`src/rtl/lpd_pkg.sv`:
```
// Shared types, register map and mode decoding for the LPDDR command model
package lpd_pkg;

  typedef struct packed {
    logic        memClk;
    logic        cke;
    logic        csN;
    logic        rasN;
    logic        casN;
    logic        weN;
    logic [1:0]  ba;
    logic [12:0] addr;
  } lpd_pins_t;

  typedef enum logic [2:0] {
    CMD_NOP, CMD_ACT, CMD_READ, CMD_WRITE,
    CMD_BST, CMD_PRE, CMD_AREF, CMD_LMR
  } lpd_cmd_t;

  typedef enum logic [2:0] {
    PW_NORMAL, PW_ACT_PD, PW_PRE_PD, PW_SELF_REFRESH,
    PW_DEEPEST_SLEEP_STATE
  } lpd_pwr_t;

  // Bank address {BA1,BA0} selecting the mode register target
  localparam logic [1:0]  BA_STD          = 2'b00;
  localparam logic [1:0]  BA_EXT          = 2'b10;
  localparam int          AP_BIT          = 10;
  // Standard mode register fields
  localparam int          MR_BL_LSB       = 0;
  localparam int          MR_BT_BIT       = 3;
  localparam int          MR_CL_LSB       = 4;
  localparam int          MR_OP_LSB       = 7;
  localparam logic [2:0]  BL_2            = 3'h1;
  localparam logic [2:0]  BL_4            = 3'h2;
  localparam logic [2:0]  BL_8            = 3'h3;
  localparam logic [2:0]  BL_16           = 3'h4;
  localparam logic [2:0]  CL_2            = 3'h2;
  localparam logic [2:0]  CL_3            = 3'h3;
  localparam logic [6:0]  STD_MODE_RESET  = 7'h00;
  localparam logic [12:0] EXT_MODE_RESET  = 13'h0000;
  // Register byte offsets
  localparam logic [7:0]  ADDR_STATUS     = 8'h00;
  localparam logic [7:0]  ADDR_STD_MODE   = 8'h04;
  localparam logic [7:0]  ADDR_EXT_MODE   = 8'h08;
  localparam logic [7:0]  ADDR_CONTROL    = 8'h0c;
  localparam logic [7:0]  ADDR_TIMING     = 8'h10;
  // Status fields
  localparam int          ST_PWR_LSB      = 0;
  localparam int          ST_BANK_LSB     = 4;
  localparam int          ST_RD_BIT       = 8;
  localparam int          ST_WR_BIT       = 9;
  localparam int          ST_INIT_BIT     = 10;
  localparam int          ST_RSVD_BIT     = 11;
  // Timing fields
  localparam int          TM_BLH_LSB      = 0;
  localparam int          TM_CL_LSB       = 8;
  localparam int          TM_BT_BIT       = 12;
  // Control fields
  localparam int          CTRL_EN_BIT     = 0;
  localparam logic [31:0] CTRL_RESET      = 32'h0000_0001;
  localparam logic [1:0]  REF_NEEDED      = 2'h2;

  // Burst length in link clocks (half the beats), zero when reserved
  function automatic logic [3:0] blHalf(input logic [6:0] mode);
    unique case (mode[MR_BL_LSB +: 3])
      BL_2:    blHalf = 4'h1;
      BL_4:    blHalf = 4'h2;
      BL_8:    blHalf = 4'h4;
      BL_16:   blHalf = 4'h8;
      default: blHalf = 4'h0;
    endcase
  endfunction : blHalf

  function automatic logic [1:0] casLat(input logic [6:0] mode);
    unique case (mode[MR_CL_LSB +: 3])
      CL_2:    casLat = 2'h2;
      CL_3:    casLat = 2'h3;
      default: casLat = 2'h0;
    endcase
  endfunction : casLat

  function automatic lpd_cmd_t decodeCmd(input lpd_pins_t p);
    if (p.csN)
      decodeCmd = CMD_NOP;
    else
      unique case ({p.rasN, p.casN, p.weN})
        3'h7:    decodeCmd = CMD_NOP;
        3'h3:    decodeCmd = CMD_ACT;
        3'h5:    decodeCmd = CMD_READ;
        3'h4:    decodeCmd = CMD_WRITE;
        3'h6:    decodeCmd = CMD_BST;
        3'h2:    decodeCmd = CMD_PRE;
        3'h1:    decodeCmd = CMD_AREF;
        default: decodeCmd = CMD_LMR;
      endcase
  endfunction : decodeCmd

endpackage : lpd_pkg

```
`src/rtl/lpd_top.sv`:
```
// LPDDR command, power-state and mode register model with AHB-Lite status
//
// What this block does
// - Power moves use current and previous CKE
// - CKE fall picks power-down, self refresh, deep
// - Mode load with BA 00 writes standard
// - Standard mode kept until reload, deep sleep
// - Mode load leaves array contents untouched
// - Reads and writes burst at programmed length
// - Burst lengths 2, 4, 8, 16 supported
// - CAS latency 2 or 3 clocks
// - Mode load with BA 10 writes extended
`timescale 1ns/1ps
module lpd_top (
  input  wire logic               core_clk,
  input  wire logic               rst,
  input  wire logic               hsel,
  input  wire logic [31:0]        haddr,
  input  wire logic [1:0]         htrans,
  input  wire logic               hwrite,
  input  wire logic [2:0]         hsize,
  input  wire logic [31:0]        hwdata,
  input  wire logic               hready,
  output logic      [31:0]        hrdata,
  output logic                    hreadyout,
  output logic                    hresp,
  input  wire lpd_pkg::lpd_pins_t memPins,
  output logic      [2:0]         powerState,
  output logic                    readBurst,
  output logic                    writeBurst,
  output logic                    initDone
);

  lpd_pkg::lpd_pins_t pinS;
  lpd_pkg::lpd_pwr_t  pwr_q, pwr_d;
  lpd_pkg::lpd_cmd_t  cmd;
  logic        clkPrev_q, linkRise;
  logic        ckePrev_q, ckePrev_d;
  logic [3:0]  bankOpen_q, bankOpen_d;
  logic [1:0]  rdLat_q, rdLat_d;
  logic [3:0]  rdLeft_q, rdLeft_d;
  logic [3:0]  wrLeft_q, wrLeft_d;
  logic [6:0]  stdMode_q, stdMode_d;
  logic [12:0] extMode_q, extMode_d;
  logic        stdLoaded_q, stdLoaded_d;
  logic        extLoaded_q, extLoaded_d;
  logic [1:0]  refCnt_q, refCnt_d;
  logic        rsvd_q, rsvd_d;
  logic        init_q, init_d;
  logic        rdOut_d, wrOut_d;
  logic [31:0] ctrl_q, ctrl_d;
  logic        wrPend_q, wrPend_d;
  logic [7:0]  wrAddr_q, wrAddr_d;
  logic [31:0] hrdata_d, rdVal;
  logic        busTake;

  // All pins, link clock included, share one delay so they stay aligned
  lpd_sync #(.WIDTH($bits(lpd_pkg::lpd_pins_t))) uSync (
    .core_clk (core_clk),
    .rst      (rst),
    .din      (memPins),
    .dout     (pinS)
  );

  assign linkRise = pinS.memClk & ~clkPrev_q;
  assign cmd      = lpd_pkg::decodeCmd(pinS);

  always_comb
  begin
    pwr_d       = pwr_q;
    ckePrev_d   = ckePrev_q;
    bankOpen_d  = bankOpen_q;
    rdLat_d     = rdLat_q;
    rdLeft_d    = rdLeft_q;
    wrLeft_d    = wrLeft_q;
    stdMode_d   = stdMode_q;
    extMode_d   = extMode_q;
    stdLoaded_d = stdLoaded_q;
    extLoaded_d = extLoaded_q;
    refCnt_d    = refCnt_q;
    rsvd_d      = rsvd_q;
    if (linkRise)
    begin
      ckePrev_d = pinS.cke;
      if (rdLat_q != 2'h0)
        rdLat_d = rdLat_q - 2'h1;
      else if (rdLeft_q != 4'h0)
        rdLeft_d = rdLeft_q - 4'h1;
      if (wrLeft_q != 4'h0)
        wrLeft_d = wrLeft_q - 4'h1;
      unique case (pwr_q)
        lpd_pkg::PW_NORMAL:
        begin
          if (ckePrev_q && !pinS.cke)
          begin
            if (cmd == lpd_pkg::CMD_NOP)
              pwr_d = (|bankOpen_q) ? lpd_pkg::PW_ACT_PD
                                    : lpd_pkg::PW_PRE_PD;
            else if (!(|bankOpen_q) && cmd == lpd_pkg::CMD_AREF)
              pwr_d = lpd_pkg::PW_SELF_REFRESH;
            else if (!(|bankOpen_q) && cmd == lpd_pkg::CMD_BST)
            begin
              // Deep sleep loses both mode registers
              pwr_d       = lpd_pkg::PW_DEEPEST_SLEEP_STATE;
              stdMode_d   = lpd_pkg::STD_MODE_RESET;
              extMode_d   = lpd_pkg::EXT_MODE_RESET;
              stdLoaded_d = 1'b0;
              extLoaded_d = 1'b0;
              refCnt_d    = 2'h0;
              bankOpen_d  = 4'h0;
              rdLat_d     = 2'h0;
              rdLeft_d    = 4'h0;
              wrLeft_d    = 4'h0;
            end
          end
          else if (ckePrev_q && ctrl_q[lpd_pkg::CTRL_EN_BIT])
          begin
            unique case (cmd)
              lpd_pkg::CMD_NOP: ;
              lpd_pkg::CMD_ACT:
                bankOpen_d[pinS.ba] = 1'b1;
              lpd_pkg::CMD_READ:
              begin
                rdLat_d  = lpd_pkg::casLat(stdMode_q);
                rdLeft_d = lpd_pkg::blHalf(stdMode_q);
                wrLeft_d = 4'h0;
                // Concurrent auto precharge frees the bank at once
                if (pinS.addr[lpd_pkg::AP_BIT])
                  bankOpen_d[pinS.ba] = 1'b0;
              end
              lpd_pkg::CMD_WRITE:
              begin
                wrLeft_d = lpd_pkg::blHalf(stdMode_q);
                rdLat_d  = 2'h0;
                rdLeft_d = 4'h0;
                if (pinS.addr[lpd_pkg::AP_BIT])
                  bankOpen_d[pinS.ba] = 1'b0;
              end
              lpd_pkg::CMD_BST:
              begin
                rdLat_d  = 2'h0;
                rdLeft_d = 4'h0;
              end
              lpd_pkg::CMD_PRE:
                if (pinS.addr[lpd_pkg::AP_BIT])
                  bankOpen_d = 4'h0;
                else
                  bankOpen_d[pinS.ba] = 1'b0;
              lpd_pkg::CMD_AREF:
                if (refCnt_q != lpd_pkg::REF_NEEDED)
                  refCnt_d = refCnt_q + 2'h1;
              lpd_pkg::CMD_LMR:
              begin
                // Only mode state changes; no array is touched
                if (pinS.ba == lpd_pkg::BA_STD)
                begin
                  stdMode_d   = pinS.addr[6:0];
                  stdLoaded_d = 1'b1;
                  rsvd_d      = |pinS.addr[12:lpd_pkg::MR_OP_LSB];
                end
                else if (pinS.ba == lpd_pkg::BA_EXT)
                begin
                  extMode_d   = pinS.addr;
                  extLoaded_d = 1'b1;
                end
              end
            endcase
          end
        end
        default:
        begin
          // Exit only on CKE rise with NOP; anything else holds
          if (!ckePrev_q && pinS.cke && cmd == lpd_pkg::CMD_NOP)
            pwr_d = lpd_pkg::PW_NORMAL;
        end
      endcase
    end
    init_d  = stdLoaded_d & extLoaded_d &
              (refCnt_d == lpd_pkg::REF_NEEDED);
    rdOut_d = (rdLat_d == 2'h0) && (rdLeft_d != 4'h0);
    wrOut_d = (wrLeft_d != 4'h0);
  end

  always_ff @(posedge core_clk)
  begin
    if (rst)
    begin
      clkPrev_q   <= 1'b0;
      pwr_q       <= lpd_pkg::PW_NORMAL;
      ckePrev_q   <= 1'b1;
      bankOpen_q  <= 4'h0;
      rdLat_q     <= 2'h0;
      rdLeft_q    <= 4'h0;
      wrLeft_q    <= 4'h0;
      stdMode_q   <= lpd_pkg::STD_MODE_RESET;
      extMode_q   <= lpd_pkg::EXT_MODE_RESET;
      stdLoaded_q <= 1'b0;
      extLoaded_q <= 1'b0;
      refCnt_q    <= 2'h0;
      rsvd_q      <= 1'b0;
      init_q      <= 1'b0;
      readBurst   <= 1'b0;
      writeBurst  <= 1'b0;
    end
    else
    begin
      clkPrev_q   <= pinS.memClk;
      pwr_q       <= pwr_d;
      ckePrev_q   <= ckePrev_d;
      bankOpen_q  <= bankOpen_d;
      rdLat_q     <= rdLat_d;
      rdLeft_q    <= rdLeft_d;
      wrLeft_q    <= wrLeft_d;
      stdMode_q   <= stdMode_d;
      extMode_q   <= extMode_d;
      stdLoaded_q <= stdLoaded_d;
      extLoaded_q <= extLoaded_d;
      refCnt_q    <= refCnt_d;
      rsvd_q      <= rsvd_d;
      init_q      <= init_d;
      readBurst   <= rdOut_d;
      writeBurst  <= wrOut_d;
    end
  end

  assign powerState = pwr_q;
  assign initDone   = init_q;

  // Bus: zero wait states, read data registered at the address phase
  assign busTake = hsel & htrans[1] & hready;

  always_comb
  begin
    rdVal = 32'h0000_0000;
    unique case (haddr[7:0])
      lpd_pkg::ADDR_STATUS:
      begin
        rdVal[lpd_pkg::ST_PWR_LSB +: 3]  = pwr_q;
        rdVal[lpd_pkg::ST_BANK_LSB +: 4] = bankOpen_q;
        rdVal[lpd_pkg::ST_RD_BIT]        = readBurst;
        rdVal[lpd_pkg::ST_WR_BIT]        = writeBurst;
        rdVal[lpd_pkg::ST_INIT_BIT]      = init_q;
        rdVal[lpd_pkg::ST_RSVD_BIT]      = rsvd_q;
      end
      lpd_pkg::ADDR_STD_MODE: rdVal[6:0]  = stdMode_q;
      lpd_pkg::ADDR_EXT_MODE: rdVal[12:0] = extMode_q;
      lpd_pkg::ADDR_CONTROL:
        // Forward a write still in its data phase
        rdVal = (wrPend_q && wrAddr_q == lpd_pkg::ADDR_CONTROL)
                ? hwdata : ctrl_q;
      lpd_pkg::ADDR_TIMING:
      begin
        rdVal[lpd_pkg::TM_BLH_LSB +: 4] = lpd_pkg::blHalf(stdMode_q);
        rdVal[lpd_pkg::TM_CL_LSB +: 2]  = lpd_pkg::casLat(stdMode_q);
        rdVal[lpd_pkg::TM_BT_BIT]       = stdMode_q[lpd_pkg::MR_BT_BIT];
      end
      default: rdVal = 32'h0000_0000;
    endcase
    ctrl_d   = ctrl_q;
    if (wrPend_q && wrAddr_q == lpd_pkg::ADDR_CONTROL)
      ctrl_d = hwdata;
    wrPend_d = busTake & hwrite;
    wrAddr_d = busTake ? haddr[7:0] : wrAddr_q;
    hrdata_d = (busTake && !hwrite) ? rdVal : 32'h0000_0000;
  end

  always_ff @(posedge core_clk)
  begin
    if (rst)
    begin
      ctrl_q    <= lpd_pkg::CTRL_RESET;
      wrPend_q  <= 1'b0;
      wrAddr_q  <= 8'h00;
      hrdata    <= 32'h0000_0000;
      hreadyout <= 1'b0;
      hresp     <= 1'b0;
    end
    else
    begin
      ctrl_q    <= ctrl_d;
      wrPend_q  <= wrPend_d;
      wrAddr_q  <= wrAddr_d;
      hrdata    <= hrdata_d;
      hreadyout <= 1'b1;
      hresp     <= 1'b0;
    end
  end

endmodule : lpd_top

```
`src/rtl/lpd_sync.sv`:
```
// Two-flop synchroniser for the memory-side pins
`timescale 1ns/1ps
module lpd_sync #(
  parameter int WIDTH = 21
) (
  input  wire logic             core_clk,
  input  wire logic             rst,
  input  wire logic [WIDTH-1:0] din,
  output logic      [WIDTH-1:0] dout
);

  logic [WIDTH-1:0] meta_q;

  always_ff @(posedge core_clk)
  begin
    if (rst)
    begin
      meta_q <= '0;
      dout   <= '0;
    end
    else
    begin
      meta_q <= din;
      dout   <= meta_q;
    end
  end

endmodule : lpd_sync

```
`config.mk`:
```
export PLATFORM = sky130hd
export DESIGN_NAME = lpd_top
export DESIGN_NICKNAME = d
export VERILOG_FILES = /design/src/rtl/lpd_pkg.sv /design/src/rtl/lpd_top.sv /design/src/rtl/lpd_sync.sv
export SDC_FILE = /design/constraint.sdc
export NUM_CORES = 1
export LEC_CHECK = 0
export ABC_AREA = 1
export BUFFER_PORTS_ARGS = -buffer_cell sky130_fd_sc_hd__buf_2
export CAP_MARGIN = 0
export CORE_AREA = 5 5 117 119
export CTS_CLUSTER_SIZE = 20
export DETAILED_ROUTE_END_ITERATION = 6
export DIE_AREA = 0 0 122 124
export PLACE_DENSITY = 0.78
export SYNTH_ARGS = -nofsm -noshare
export SYNTH_HDL_FRONTEND = slang
export SYNTH_HIERARCHICAL = 1
export SYNTH_SLANG_ARGS = --single-unit
export TNS_END_PERCENT = 10
```
`constraint.sdc`:
```
create_clock -name core_clk -period 1.73 [get_ports core_clk]
set_input_delay 0.0865 -clock core_clk [delete_from_list [all_inputs] [get_ports core_clk]]
set_output_delay 0.0865 -clock core_clk [all_outputs]
set_load 0.01 [all_outputs]
```
After elaboration in Yosys (flattened, before gate mapping)
Index checks and enable logic that the tools add are counted.
{ "totals": {"elab_cells": 220, "regBits": 163, "out_inout_bits": 40} }
{ "classes": {"n_reduce_logical": 41, "n_eq_ne": 35, "add_sub_neg": 4, "n_bitwise": 13, "magnitude_cmp": 2, "mux": 101} }
{ "ops": {"columns": ["op", "count"], "rows": [
  ["two-way mux 13 bit", 8],
  ["two-way mux 4 bit", 24],
  ["two-way mux 7 bit", 7],
  ["two-way mux 2 bit", 18],
  ["two-way mux 32 bit", 1],
  ["== test 3 bit (second input constant)", 9],
  ["== test 3 x 2 -> 1 bit (second input constant)", 8],
  ["== test 8 x 4 -> 1 bit (second input constant)", 3],
  ["two-way mux 1 bit", 21],
  ["two-way mux 3 bit", 7],
  ["case mux 3 bit (7 select lines)", 1],
  ["nonzero test 4 bit", 5],
  ["case mux 4 bit (2 select lines)", 2],
  ["case mux 4 bit (4 select lines)", 1],
  ["AND reduction 8 bit", 2],
  ["case mux 3 bit (5 select lines)", 1],
  ["case mux 3 bit (4 select lines)", 1],
  ["case mux 4 bit (3 select lines)", 1],
  ["nonzero test 2 bit", 6],
  ["logical AND 1 bit", 10],
  ["inequality test 2 bit (second input constant)", 5],
  ["== test 3 x 1 -> 1 bit (second input constant)", 3],
  ["AND reduction 9 bit", 1],
  ["== test 8 x 3 -> 1 bit (second input constant)", 1],
  ["31 further kinds", 50]
]} }

Logic depth before layout (Yosys ltp)
Gate-level depths: netlist of the first run.
{ "depth": {"depth_word": 13, "depth_mapped": 13, "depth_no_buf": 13} }

Modules after synthesis
The synthesis of the first run kept the hierarchy.
{ "modules_own_cells": {"columns": ["mod", "seq_area_each_um2", "n_inst", "area_per_inst_um2", "cells_each"], "rows": [
  ["lpd_top", 2422.3, 1, 5461.5, 742],
  ["lpd_sync", 840.8, 1, 1212.4, 131]
]} }

Worst setup path before layout of the first run
OpenSTA, ideal clock, no wires.
{ "synth_timing": {"path_kind": "reg2reg", "startpoint": "register pwr_q[2] (netlist: powerState[2])", "endpoint": "register readBurst", "arrival_time_ns": 1.365, "stages_incl_launch_ff": 13, "t_required_ns": 1.618, "path_buffers": 0, "path_slack_ns": 0.253, "setup_time_ns": 0.112, "period_less_slack_ns": 1.477, "path_cell_list": "dfxtp_1 -> nor2_1 -> nand2_2 -> inv_2 -> nand3_1 -> nand2_1 -> nand2_1 -> nand2_1 -> nand2_1 -> nand2_1 -> nand2_1 -> nor2_1 -> nor2_1"} }
{ "synth_between": {"elab_chain_cells": 5} }
{ "synth_rtl": {"columns": ["element", "line_no", "rtl"], "rows": [
  ["from (decl)", "lpd_top.sv:35", "lpd_pkg::lpd_pwr_t pwr_q, pwr_d;"],
  ["from (signal assigned)", "lpd_top.sv:189", "pwr_q <= lpd_pkg::PW_NORMAL;"],
  ["from (signal assigned)", "lpd_top.sv:208", "pwr_q <= pwr_d;"],
  ["logical NOT 3 bit (*)", "lpd_top.sv:91", "unique case (pwr_q)"],
  ["two-way mux 4 bit / two-way mux 2 bit (equally long branches)", "lpd_top.sv:91", null],
  ["two-way mux 4 bit / two-way mux 2 bit (equally long branches)", "lpd_top.sv:82", "if (linkRise)"],
  ["nonzero test 4 bit / logical NOT 2 bit (equally long branches)", "lpd_top.sv:180", "rdOut_d = (rdLat_d == 2'h0) && (rdLeft_d != 4'h0);"],
  ["logical AND 1 bit (*)", "lpd_top.sv:180", null],
  ["to (signal assigned)", "lpd_top.sv:221", "readBurst <= rdOut_d;"],
  ["to (decl)", "lpd_top.sv:29", "output logic readBurst,"]
]} }
Every way passes the cells marked *; elsewhere a longest branch is shown, timed or not.
A chain may end at the register's enable or synchronous reset.

Worst setup path in the final report of the first run
{ "layout_timing": {"startpoint": "input port haddr[7]", "endpoint": "register hrdata[7]"} }
{ "layout_between": {"elab_chain_cells": 2} }
{ "layout_rtl": {"columns": ["element", "line_no", "rtl"], "rows": [
  ["from (decl)", "lpd_top.sv:18", "input wire logic [31:0] haddr,"],
  ["== test 8 x 4 -> 1 bit / logical NOT 8 bit (equally long branches)", "lpd_top.sv:235", "unique case (haddr[7:0])"],
  ["case mux 1 bit (3 select lines) (*)", "lpd_top.sv:235", null],
  ["to (signal assigned)", "lpd_top.sv:283", "hrdata <= hrdata_d;"],
  ["to (decl)", "lpd_top.sv:24", "output logic [31:0] hrdata,"]
]} }
Marked as above.

==> results of run 1 <==
==> final timing paths <==
path                            cells after the start        startpoint  slack (ns)              to
worst max-delay path                               10          haddr[7]        0.06       hrdata[7]
worst min-delay path                                3          haddr[2]        0.04     wrAddr_q[2]
worst max register to register                     10    uSync/dout[18]        0.08    extMode_q[5]
worst min register to register                      2  uSync/meta_q[16]        0.40  uSync/dout[16]
==> cell type report <==
cell class                      count  area, µm²  share of cell area (%)
Clock buffer                       22        464                    5.24
Clock inverter                     10        100                    1.13
Inverter                          131        499                    5.64
Multi-Input combinational cell    549       2810                    31.8
Sequential cell                   163       3270                    36.9
Tap cell                          172        215                    2.43
Timing Repair Buffer              209       1500                    16.9
==> layout by cell type, fill, tap and decap left out, types with 8 or more instances in the layout <==
cell	n
dfxtp_1	161
dlygate4sd3_1	62
inv_2	8
buf_4	39
nor2_4	9
nand3_1	31
o211ai_1	12
nor2_1	156
inv_1	119
nand2_1	147
nand2_2	10
mux2i_1	19
a21oi_1	47
buf_2	105
o21ai_0	43
o211a_1	9
clkbuf_16	17
==> state kept, by name, indices dropped and copies added, names as in the netlist, 2 cells and up <==
name	flops
stdMode_q	7
powerState	3
refCnt_q	2
rdLeft_q	4
wrAddr_q	8
uSync/meta_q	21
extMode_q	13
rdLat_q	2
wrLeft_q	4
ctrl_q	32
uSync/dout	21
bankOpen_q	4
hrdata	32
==> metrics by stage <==
stage	setup TNS (ns)	std cells	instance area (µm²)
2_1_floorplan	0	873	6670
3_3_place_gp	0	1160	7570
3_5_place_dp	0	1160	7570
4_1_cts	0	1254	8750
5_1_grt	-0.136	1256	8860
6_report	0	1256	8860
==> power by group through the flow <==
stage          Sequential, mW  Clock (mW)  Combinational, mW
6_report                 3.88        3.58              0.696
5_1_grt                  3.88        3.80              0.773
4_1_cts                  3.87        3.61              0.667
3_5_place_dp             3.96           0              0.553
3_3_place_gp             3.96           0              0.544
2_1_floorplan            3.95           0              0.353
==> cells by family after synthesis <==
group | share of synthesized area (%)
adder cells (fa/ha/maj) | 0.562
AND/OR/NAND/NOR | 24.4
other | 0.0562
flip-flops | 48.9
AO/OA/AOI/OAI | 12.9
multiplexers | 2.85
buffers and inverters | 10.3
==> critical path, cell delays in order <==
cell and delay (ns):
dlygate4sd3_1 0.58, buf_2 0.15, nor2_2 0.15, nand3_2 0.17, nor3_4 0.21, buf_4 0.17, inv_1 0.08, o22ai_1 0.22
inv_1 0.07, a21oi_1 0.13
==> routing by layer <==
layer | vias up | global-route usage [%]
met2 | 190 | 41.6
met1 | 2867 | 26.8
met3 | 30 | 5.77
met5 | - | 0
li1 | 3160 | -
met4 | 0 | 8.12
==> repair_timing <==
action | CTS | global route
setup buffers | 0 | 2
gates resized for setup | 0 | 31
hold endpoints to repair | 89 | 0
setup endpoints to repair | 0 | 59
hold buffers | 62 | 0
==> impl_results.md, run 1 <==
- DR DRC count: 0
- Clock Latency Late Sink: between 0.4 and 0.5 ns
- Vias in the first global route: a little under 6000
- CTS Buf Count: 17
- Die ar.: ~15000 µm²
- RSZ-0062 raised after global routing: true
- Power, Total: 8.15 mW
- Routed wire length: 17.2 mm
- WP data arrival: about 2 ns
- Worst Skew: between 0.009 and 0.01 ns
- Clock root buffer: clkbuf_16
- Area grow syn2layout: 32.7%
- Clock buffer depth: 2
- Syn avg cell area: around 7.6 µm²
- Layout cell share with drive strength beyond 1: between 20% and 30%
- Synth warnings: 6
- Most frequent cell after synthesis: dfxtp_1
- First-pass GRT wire length: between 20 and 30 mm
- Grt ovf: 0
- Top-area cell type share of the netlist area: roughly half
- Leading area contributor after synthesis: dfxtp_1
- Final min period: about 1.7 ns
- DP HPWL: 11.2 mm
- Leakage power: roughly 4.2 nW
- Slew headroom: a little under three fifths
- EDFF count, synth: 0
- # IOs: 135
- Worst-path clk slew: roughly 0.06 ns
- Synth Flop Type: dfxtp_1
- Max Slew Vio Count: 0
- Async S/R FF share, synth: 0%
- GPL Wtd Cong: 0.959
- Actual slew at the worst max-slew pin: between 0.6 and 0.7 ns
- Final antenna diode count: 0
- Met1 WL: roughly 7.2 mm
- Vias/cell: between 4 and 5
- Register bit total from synthesis: approximately 160
- Worst endpoint required time: 2.09 ns
- Post-synthesis sequential area ratio: 48.9%
- Synthesized area: 6670 µm²
- Worst hold slack: around 0.041 ns
- Worst min path class: in -> reg
- Setup violators final: 0
- Largest net degree at the start of global routing: 67
- Status: finished, final reports clean
- Critical path class: in -> reg
- Worst Setup End Kind: flip-flop
- Hold Vio Cnt, Final: 0
- Psw: 1.93 mW
- P per Cell Area: slightly above 900 nW/µm²
- TritonCTS clock tree: done
- Largest cells by area after synthesis: dfxtp_1 (49%), nor2_1 (9.1%), nand2_1 (8.5%)
- Switching fraction of total power: 23.7%
- Synth cell count leaders: dfxtp_1 (163), nor2_1 (162), nand2_1 (152)
- Die Ht: approximately 120 µm
- Die X: about 120 µm
- H-Tree Depth: 4
- Nets@finish: about 1200
- # fillers: about 960
- Drt first pass iters: 5
- Cell variety after synth: 42
- Vias: ~6200
- Drt wl/cell: 13.7 µm
- CTS sink cnt: around 160
- Starting Density: 53.5%
- Number of max-cap violations: 0
- Final core utilization: a little under three quarters
- Startpoint Class: primary input
- Total track usage: about 23%
- Final worst slack: between 0.06 and 0.07 ns
- Core Region: 12500 µm²
- Int Pwr: roughly 6.2 mW
- Post-Synthesis Cells: just under 900
- Detail Route Antenna Nets: 0
- Crit Path Max Fanout: 4
- Final worst-path cycle share: slightly below 100%
- Port Buffer Count: 105
- Initial antenna violation count: 0
- Max Freq: roughly 0.60 GHz
- Met2 wire len: between 8 and 9 mm
- Rows: slightly above 40
- Part of the power in registers: a little under half
- DRC violation total after the first TritonRoute iteration: 444
- Clock share of power: a little over two fifths
- Met3 routed wirelength: around 990 µm
- Synthesized Nets: roughly 1000
- Place WS: approximately 0.060 ns
- Max VDD drop: between 0.6 and 0.7 mV
- Comb pwr share: under 10%
- DR top layer: met4
Power figures use the tool's default switching activity.
==> run 2, diff against run 1 <==
--- a/config.mk
+++ b/config.mk
@@ -8,11 +8,12 @@
 export ABC_AREA = 1
 export BUFFER_PORTS_ARGS = -buffer_cell sky130_fd_sc_hd__buf_2
 export CAP_MARGIN = 0
-export CORE_AREA = 5 5 117 119
+export CORE_AREA = 2 2 114 116
 export CTS_CLUSTER_SIZE = 20
 export DETAILED_ROUTE_END_ITERATION = 6
-export DIE_AREA = 0 0 122 124
-export PLACE_DENSITY = 0.78
+export DIE_AREA = 0 0 116 118
+export PLACE_DENSITY = 0.89
+export SETUP_SLACK_MARGIN = 0.1
 export SYNTH_ARGS = -nofsm -noshare
 export SYNTH_HDL_FRONTEND = slang
 export SYNTH_HIERARCHICAL = 1
==> run 2 against run 1 <==
- register-to-register slack got worse by 0.07 ns
- critical path depth did not move
- count of clock-buffer cells in the layout fell by 3
- non-clock buffer count fell by 5
- combinational power rose by 3%
- design area rose by 1.1%
- global-route usage rose by 3.1 points
- hold slack improved by 0.025 ns
- first-iteration DRC count rose by 55%
- critical path type is now reg -> reg
- sequential cell count did not move
- sequential power barely moved
- largest power group unchanged
==> impl_results.md, run 2 (synthesis gave the netlist of run 1 again) <==
- Critical path class: reg -> reg
- Leakage power: 4.26 nW (+0.61%)
- Most frequent cells in the layout: dfxtp_1 (160), nor2_1 (158), nand2_1 (144), inv_1 (113), buf_2 (105)
- Clock Latency Late Sink: 0.43 ns (about the same)
- DR DRC count: 0 (unchanged)
- Drt wl/cell: 15.1 µm (+10%)
- TritonCTS clock tree: done
- Final min period: 1.72 ns (+0.0581 ns)
- Drt first pass iters: 6 (+1)
- Rows: 41 (unchanged)
- Hold Vio Cnt, Final: 0 (unchanged)
- Max Freq: 0.580 GHz (-3.4%)
- Grt ovf: 0 (unchanged)
- Starting Density: 53.8% (+0.22 points)
- Vias in the first global route: 6117 (+3.0%)
- Final worst slack: 0.00617 ns (-0.0581 ns)
- Final core utilization: 72.2% (+1.1 points)
- Detail Route Antenna Nets: 0 (unchanged)
- Routed wire length: 18.9 mm (+9.7%)
- Die ar.: 13700 µm² (-9.5%)
- Worst Skew: 0.00800 ns (-0.00132 ns)
- Clock share of power: 45.2% (+1.3 points)
- WP data arrival: 2.04 ns (about the same)
- RSZ-0062 raised after global routing: true
- # placed instances: 1146 (-1.2%)
- Vias: 6619 (+6.0%)
- DRC violation total after the first TritonRoute iteration: 687 (+55%)
- Worst hold slack: 0.0658 ns (+0.0251 ns)
- Largest registers: ctrl_q x32, hrdata x32
- First-pass GRT wire length: 28.3 mm (+3.2%)
- Clock root buffer: clkbuf_16
- Comb pwr share: 8.5% (about the same)
- Die Ht: 118 µm (-4.8%)
- Startpoint Class: flip-flop
- Part of the power in registers: 46.3% (-1.3 points)
- Crit Path Max Fanout: 6 (+2)
- Nets@finish: 1164 (-0.43%)
- Final instance area: 8960 µm² (+1.1%)
- Max Slew Vio Count: 0 (unchanged)
- Worst-path clk slew: 0.06 ns (about the same)
- Psw: 1.98 mW (+2.7%)
- H-Tree Depth: 4 (unchanged)
- Place WS: 0.0586 ns (-0.00127 ns)
- CTS sink cnt: 163 (unchanged)
- Actual slew at the worst max-slew pin: 0.717 ns (+0.0559 ns)
- Placed Instance Area: 7460 µm² (-1.4%)
- Final antenna diode count: 0 (unchanged)
- # IOs: 135 (unchanged)
- Total track usage: 26.2% (+3.1 points)
- Port Buffer Count: 105 (unchanged)
- Switching fraction of total power: 23.6% (-0.064 points)
- Worst endpoint required time: 2.05 ns (-0.04 ns)
- Die X: 116 µm (-4.9%)
- Worst Setup End Kind: flip-flop
- Layout cell share with drive strength beyond 1: 23.2% (+1.3 points)
- P per Cell Area: 937 nW/µm² (+1.8%)
- Core Region: 12400 µm² (-0.41%)
- Power, Total: 8.39 mW (+3.0%)
- GPL Wtd Cong: 0.916 (-4.5%)
- Initial antenna violation count: 0 (unchanged)
- Clock buffer depth: 2 (unchanged)
- Area grow syn2layout: 34.2%
- Largest net degree at the start of global routing: 72 (+7.5%)
- Post-Layout Cell Count: 1251 (-0.40%)
- CTS Buf Count: 17 (unchanged)
- Setup violators final: 0 (unchanged)
- Final worst-path cycle share: 99.6% (+3.4 points)
- Vias/cell: 5.29 (+6.4%)
- Most common cell after layout, fill and taps aside: dfxtp_1
- Status: finished, final reports clean
- Worst min path class: in -> reg
- Max VDD drop: 0.789 mV (+16%)
- Slew headroom: 52.2% (-3.7 points)
- Int Pwr: 6.41 mW (+3.0%)
- DP HPWL: 10.8 mm (-3.4%)
- Final TNS setup: 0 ns (unchanged)
- Number of max-cap violations: 0 (unchanged)
-- run 2: changes by cell type in the layout (fill, tap and decap cells not counted), sizes merged --
cell	change
dlygate4sd3	-1
clkbuf	-1
buf	-6
inv	-2
clkinv	+4
bufinv	+2
clkinvlp	-1
-- run 2: routing by layer --
metal / vias up / GRT usage (%) / share of wire, %
met2: 382 / 45.1 / 51
met4: 0 / 11.8 / 3.5
li1: 3153 / - / -
met1: 3020 / 30.5 / 38
met5: - / 0 / 0
met3: 64 / 6.44 / 7.8
-- run 2: critical path, stage by stage (launching register included) --
cell	delay [ns]
dfxtp_2	0.34
inv_1	0.10
nand2_4	0.06
nor2_4	0.15
nand2_4	0.08
o21ai_4	0.20
nand2_4	0.09
nor2_4	0.22
clkbuf_16	0.19
nand2_1	0.06
o211a_1	0.12
-- run 2: area by class of cell --
class | instances | area (µm²)
flip-flops and latches | 163 | 3270
clock inverters | 13 | 159
fillers | 851 | 3460
multi-input cells | 549 | 2880
well taps | 172 | 215
inverters | 131 | 502
clock buffers | 19 | 433
repair buffers | 204 | 1500
-- run 2: final timing paths --
check	slack, ns	endpoint	startpoint	cells after the start
setup reg to reg	0.006	extMode_q[5]	uSync/dout[15]	10
setup / recovery	0.006	extMode_q[5]	uSync/dout[15]	10
hold / removal	0.07	wrAddr_q[2]	haddr[2]	3
hold reg to reg	0.39	uSync/dout[18]	uSync/meta_q[18]	2
-- run 2: timing repair --
item | in CTS | in global routing
hold buffers | 61 | 0
pin swaps | 0 | 11
resized for setup | 3 | 58
endpoints found under the hold margin | 84 | 0
gates cloned | 0 | 2
setup endpoints to repair | 8 | 78
buffers inserted | 0 | 10
-- run 2: power by group through the flow --
stage          clock network [mW]  logic [mW]  registers (mW)
4_1_cts                      3.78       0.643            3.88
5_1_grt                      3.97       0.789            3.89
2_1_floorplan                   0       0.353            3.95
3_3_place_gp                    0       0.515            3.96
6_report                     3.79       0.716            3.88
3_5_place_dp                    0       0.526            3.96
==> run 3, diff against run 2 <==
--- a/config.mk
+++ b/config.mk
@@ -12,7 +12,7 @@
 export CTS_CLUSTER_SIZE = 20
 export DETAILED_ROUTE_END_ITERATION = 6
 export DIE_AREA = 0 0 116 118
-export PLACE_DENSITY = 0.89
+export PLACE_DENSITY_LB_ADDON = 0.08
 export SETUP_SLACK_MARGIN = 0.1
 export SYNTH_ARGS = -nofsm -noshare
 export SYNTH_HDL_FRONTEND = slang
==> run 3 against run 2 <==
- count of clock-buffer cells in the layout is 3 higher
- clock skew is 0.0012 ns higher
- fmax is 4.6% higher
- largest power group unchanged
==> impl_results.md, run 3 (synthesis gave the netlist of run 1 again) <==
- Hold Vio Cnt, Final: 0 (unchanged)
- Critical path class: reg -> reg
- Final antenna diode count: 0 (unchanged)
- # placed instances: 1164 (+1.6%)
- Final min period: 1.65 ns (-0.0765 ns)
- R2r worst-path depth: 6 (-4)
- Initial antenna violation count: 0 (unchanged)
- Final worst-path cycle share: 95.2% (-4.4 points)
- Clock share of power: 43.3% (-1.9 points)
- Vias: 6141 (-7.2%)
- Nets@finish: 1176 (+1.0%)
- Worst Setup EP: ctrl_q[19]
- Worst r2r dst: ctrl_q[19]
- Clock buffer depth: 2 (unchanged)
- Clock root buffer: clkbuf_16
- Worst hold slack: 0.0677 ns (+0.00186 ns)
- WP data arrival: 1.95 ns (-0.09 ns)
- Routed wire length: 16.4 mm (-14%)
- Largest registers: ctrl_q x32, hrdata x32
- Int Pwr: 6.15 mW (-4.1%)
- Slew headroom: 64.6% (+12 points)
- Switching fraction of total power: 23.7% (+0.13 points)
- Total track usage: 24.1% (-2.1 points)
- Post-Layout Cell Count: 1262 (+0.88%)
- Actual slew at the worst max-slew pin: 0.532 ns (-0.186 ns)
- Power, Total: 8.06 mW (-4.0%)
- Part of the power in registers: 48.2% (+1.9 points)
- Worst Skew: 0.00919 ns (+0.00119 ns)
- Worst endpoint required time: 2.03 ns (-0.02 ns)
- Most frequent cells in the layout: dfxtp_1 (161), nor2_1 (155), nand2_1 (147), inv_1 (117), buf_2 (105)
- Psw: 1.91 mW (-3.4%)
- Drt first pass iters: 5 (-1)
- Vias in the first global route: 5682 (-7.1%)
- Max VDD drop: 0.592 mV (-25%)
- Detail Route Antenna Nets: 0 (unchanged)
- Die Ht: 118 µm (unchanged)
- Crit Path Max Fanout: 9 (+3)
- Die X: 116 µm (unchanged)
- Startpoint Class: flip-flop
- DP HPWL: 10.8 mm (+0.28%)
- Setup crit start: wrAddr_q[0]
- First-pass GRT wire length: 26.1 mm (-7.7%)
- RSZ-0062 raised after global routing: true
- TritonCTS clock tree: done
- Core Region: 12400 µm² (unchanged)
- GPL Wtd Cong: 0.906 (-1.1%)
- Leakage power: 4.27 nW (+0.13%)
- Status: finished, final reports clean
- Comb pwr share: 8.6% (about the same)
- DR DRC count: 0 (unchanged)
- Layout cell share with drive strength beyond 1: 23.1% (-0.050 points)
- Die ar.: 13700 µm² (unchanged)
- Largest net degree at the start of global routing: 52 (-28%)
- DRC violation total after the first TritonRoute iteration: 385 (-44%)
- Area grow syn2layout: 33.6%
- Final instance area: 8920 µm² (-0.45%)
- Port Buffer Count: 105 (unchanged)
- Drt wl/cell: 13.0 µm (-14%)
- Placed Instance Area: 7580 µm² (+1.6%)
- Setup violators final: 0 (unchanged)
- Starting Density: 53.8% (unchanged)
- Vias/cell: 4.87 (-8.0%)
- H-Tree Depth: 4 (unchanged)
- # IOs: 135 (unchanged)
- Number of max-cap violations: 0 (unchanged)
- Worst min path class: in -> reg
- Reg-to-Reg Start: wrAddr_q[0]
- Max Slew Vio Count: 0 (unchanged)
- P per Cell Area: 904 nW/µm² (-3.5%)
- Worst reg-to-reg setup slack: 0.08 ns (+0.08 ns)
- Most common cell after layout, fill and taps aside: dfxtp_1
- Clock Latency Late Sink: 0.42 ns (about the same)
- Grt ovf: 0 (unchanged)
- Worst-path clk slew: 0.06 ns (about the same)
- Worst Setup End Kind: flip-flop
- CTS Buf Count: 17 (unchanged)
- Final TNS setup: 0 ns (unchanged)
- Max Freq: 0.607 GHz (+4.6%)
- Rows: 41 (unchanged)
- CTS sink cnt: 163 (unchanged)
[run 3: how the worst min path moves through the flow]
stage                     cells after the start                to        start  slack, ns
after floorplan                               2   uSync/meta_q[0]   memPins[0]       0.19
after detailed placement                      3   uSync/meta_q[7]   memPins[7]       0.29
after global placement                        3  uSync/meta_q[10]  memPins[10]       0.28
after global routing                          3       wrAddr_q[3]     haddr[3]       0.11
after CTS                                     3       wrAddr_q[3]     haddr[3]       0.01
final                                         3       wrAddr_q[3]     haddr[3]       0.07
[run 3: critical path, stage by stage, from the launching register on]
cell	delay (ns)
dfxtp_1	0.34
nor4_4	0.32
nand3_2	0.18
buf_4	0.19
buf_4	0.19
mux2i_1	0.23
nor2_1	0.08
[run 3: layout make-up]
| type | instances | area [µm²] |
|---|---|---|
| Clock buffer | 22 | 484 |
| Clock inverter | 9 | 68.8 |
| Fill cell | 1005 | 3500 |
| Inverter | 131 | 499 |
| Multi-Input combinational cell | 549 | 2830 |
| Sequential cell | 163 | 3270 |
| Tap cell | 172 | 215 |
| Timing Repair Buffer | 216 | 1550 |
[run 3: per-stage QoR]
stage          setup slack, ns  util, %
5_1_grt                -0.0603     71.8
3_5_place_dp            0.0874     61.1
2_1_floorplan            0.253        -
4_1_cts                 0.0868     70.5
3_3_place_gp            0.0953     61.1
6_report                0.0826     71.8
[run 3: timing repair]
action,in CTS,in global routing
pin swaps,1,7
hold buffers,60,0
setup buffers,0,7
endpoints found under the setup margin,6,93
endpoints found under the hold margin,81,0
resized for setup,4,35
[run 3: routing by layer]
| metal | GRT usage (%) | up-vias | part of all wire (%) |
|---|---|---|---|
| met1 | 31.7 | 2769 | 46 |
| met2 | 39.5 | 174 | 47 |
| li1 | - | 3175 | - |
| met5 | 0 | - | 0 |
| met3 | 5.41 | 23 | 5.1 |
| met4 | 7.29 | 0 | 1.5 |
[run 3: power by group through the flow]
stage | clock network, mW | registers, mW | logic [mW]
global placement | 0 | 3.96 | 0.546
global route | 3.72 | 3.89 | 0.771
detailed placement | 0 | 3.96 | 0.550
finish | 3.49 | 3.88 | 0.689
CTS | 3.53 | 3.88 | 0.660
floorplan | 0 | 3.95 | 0.353
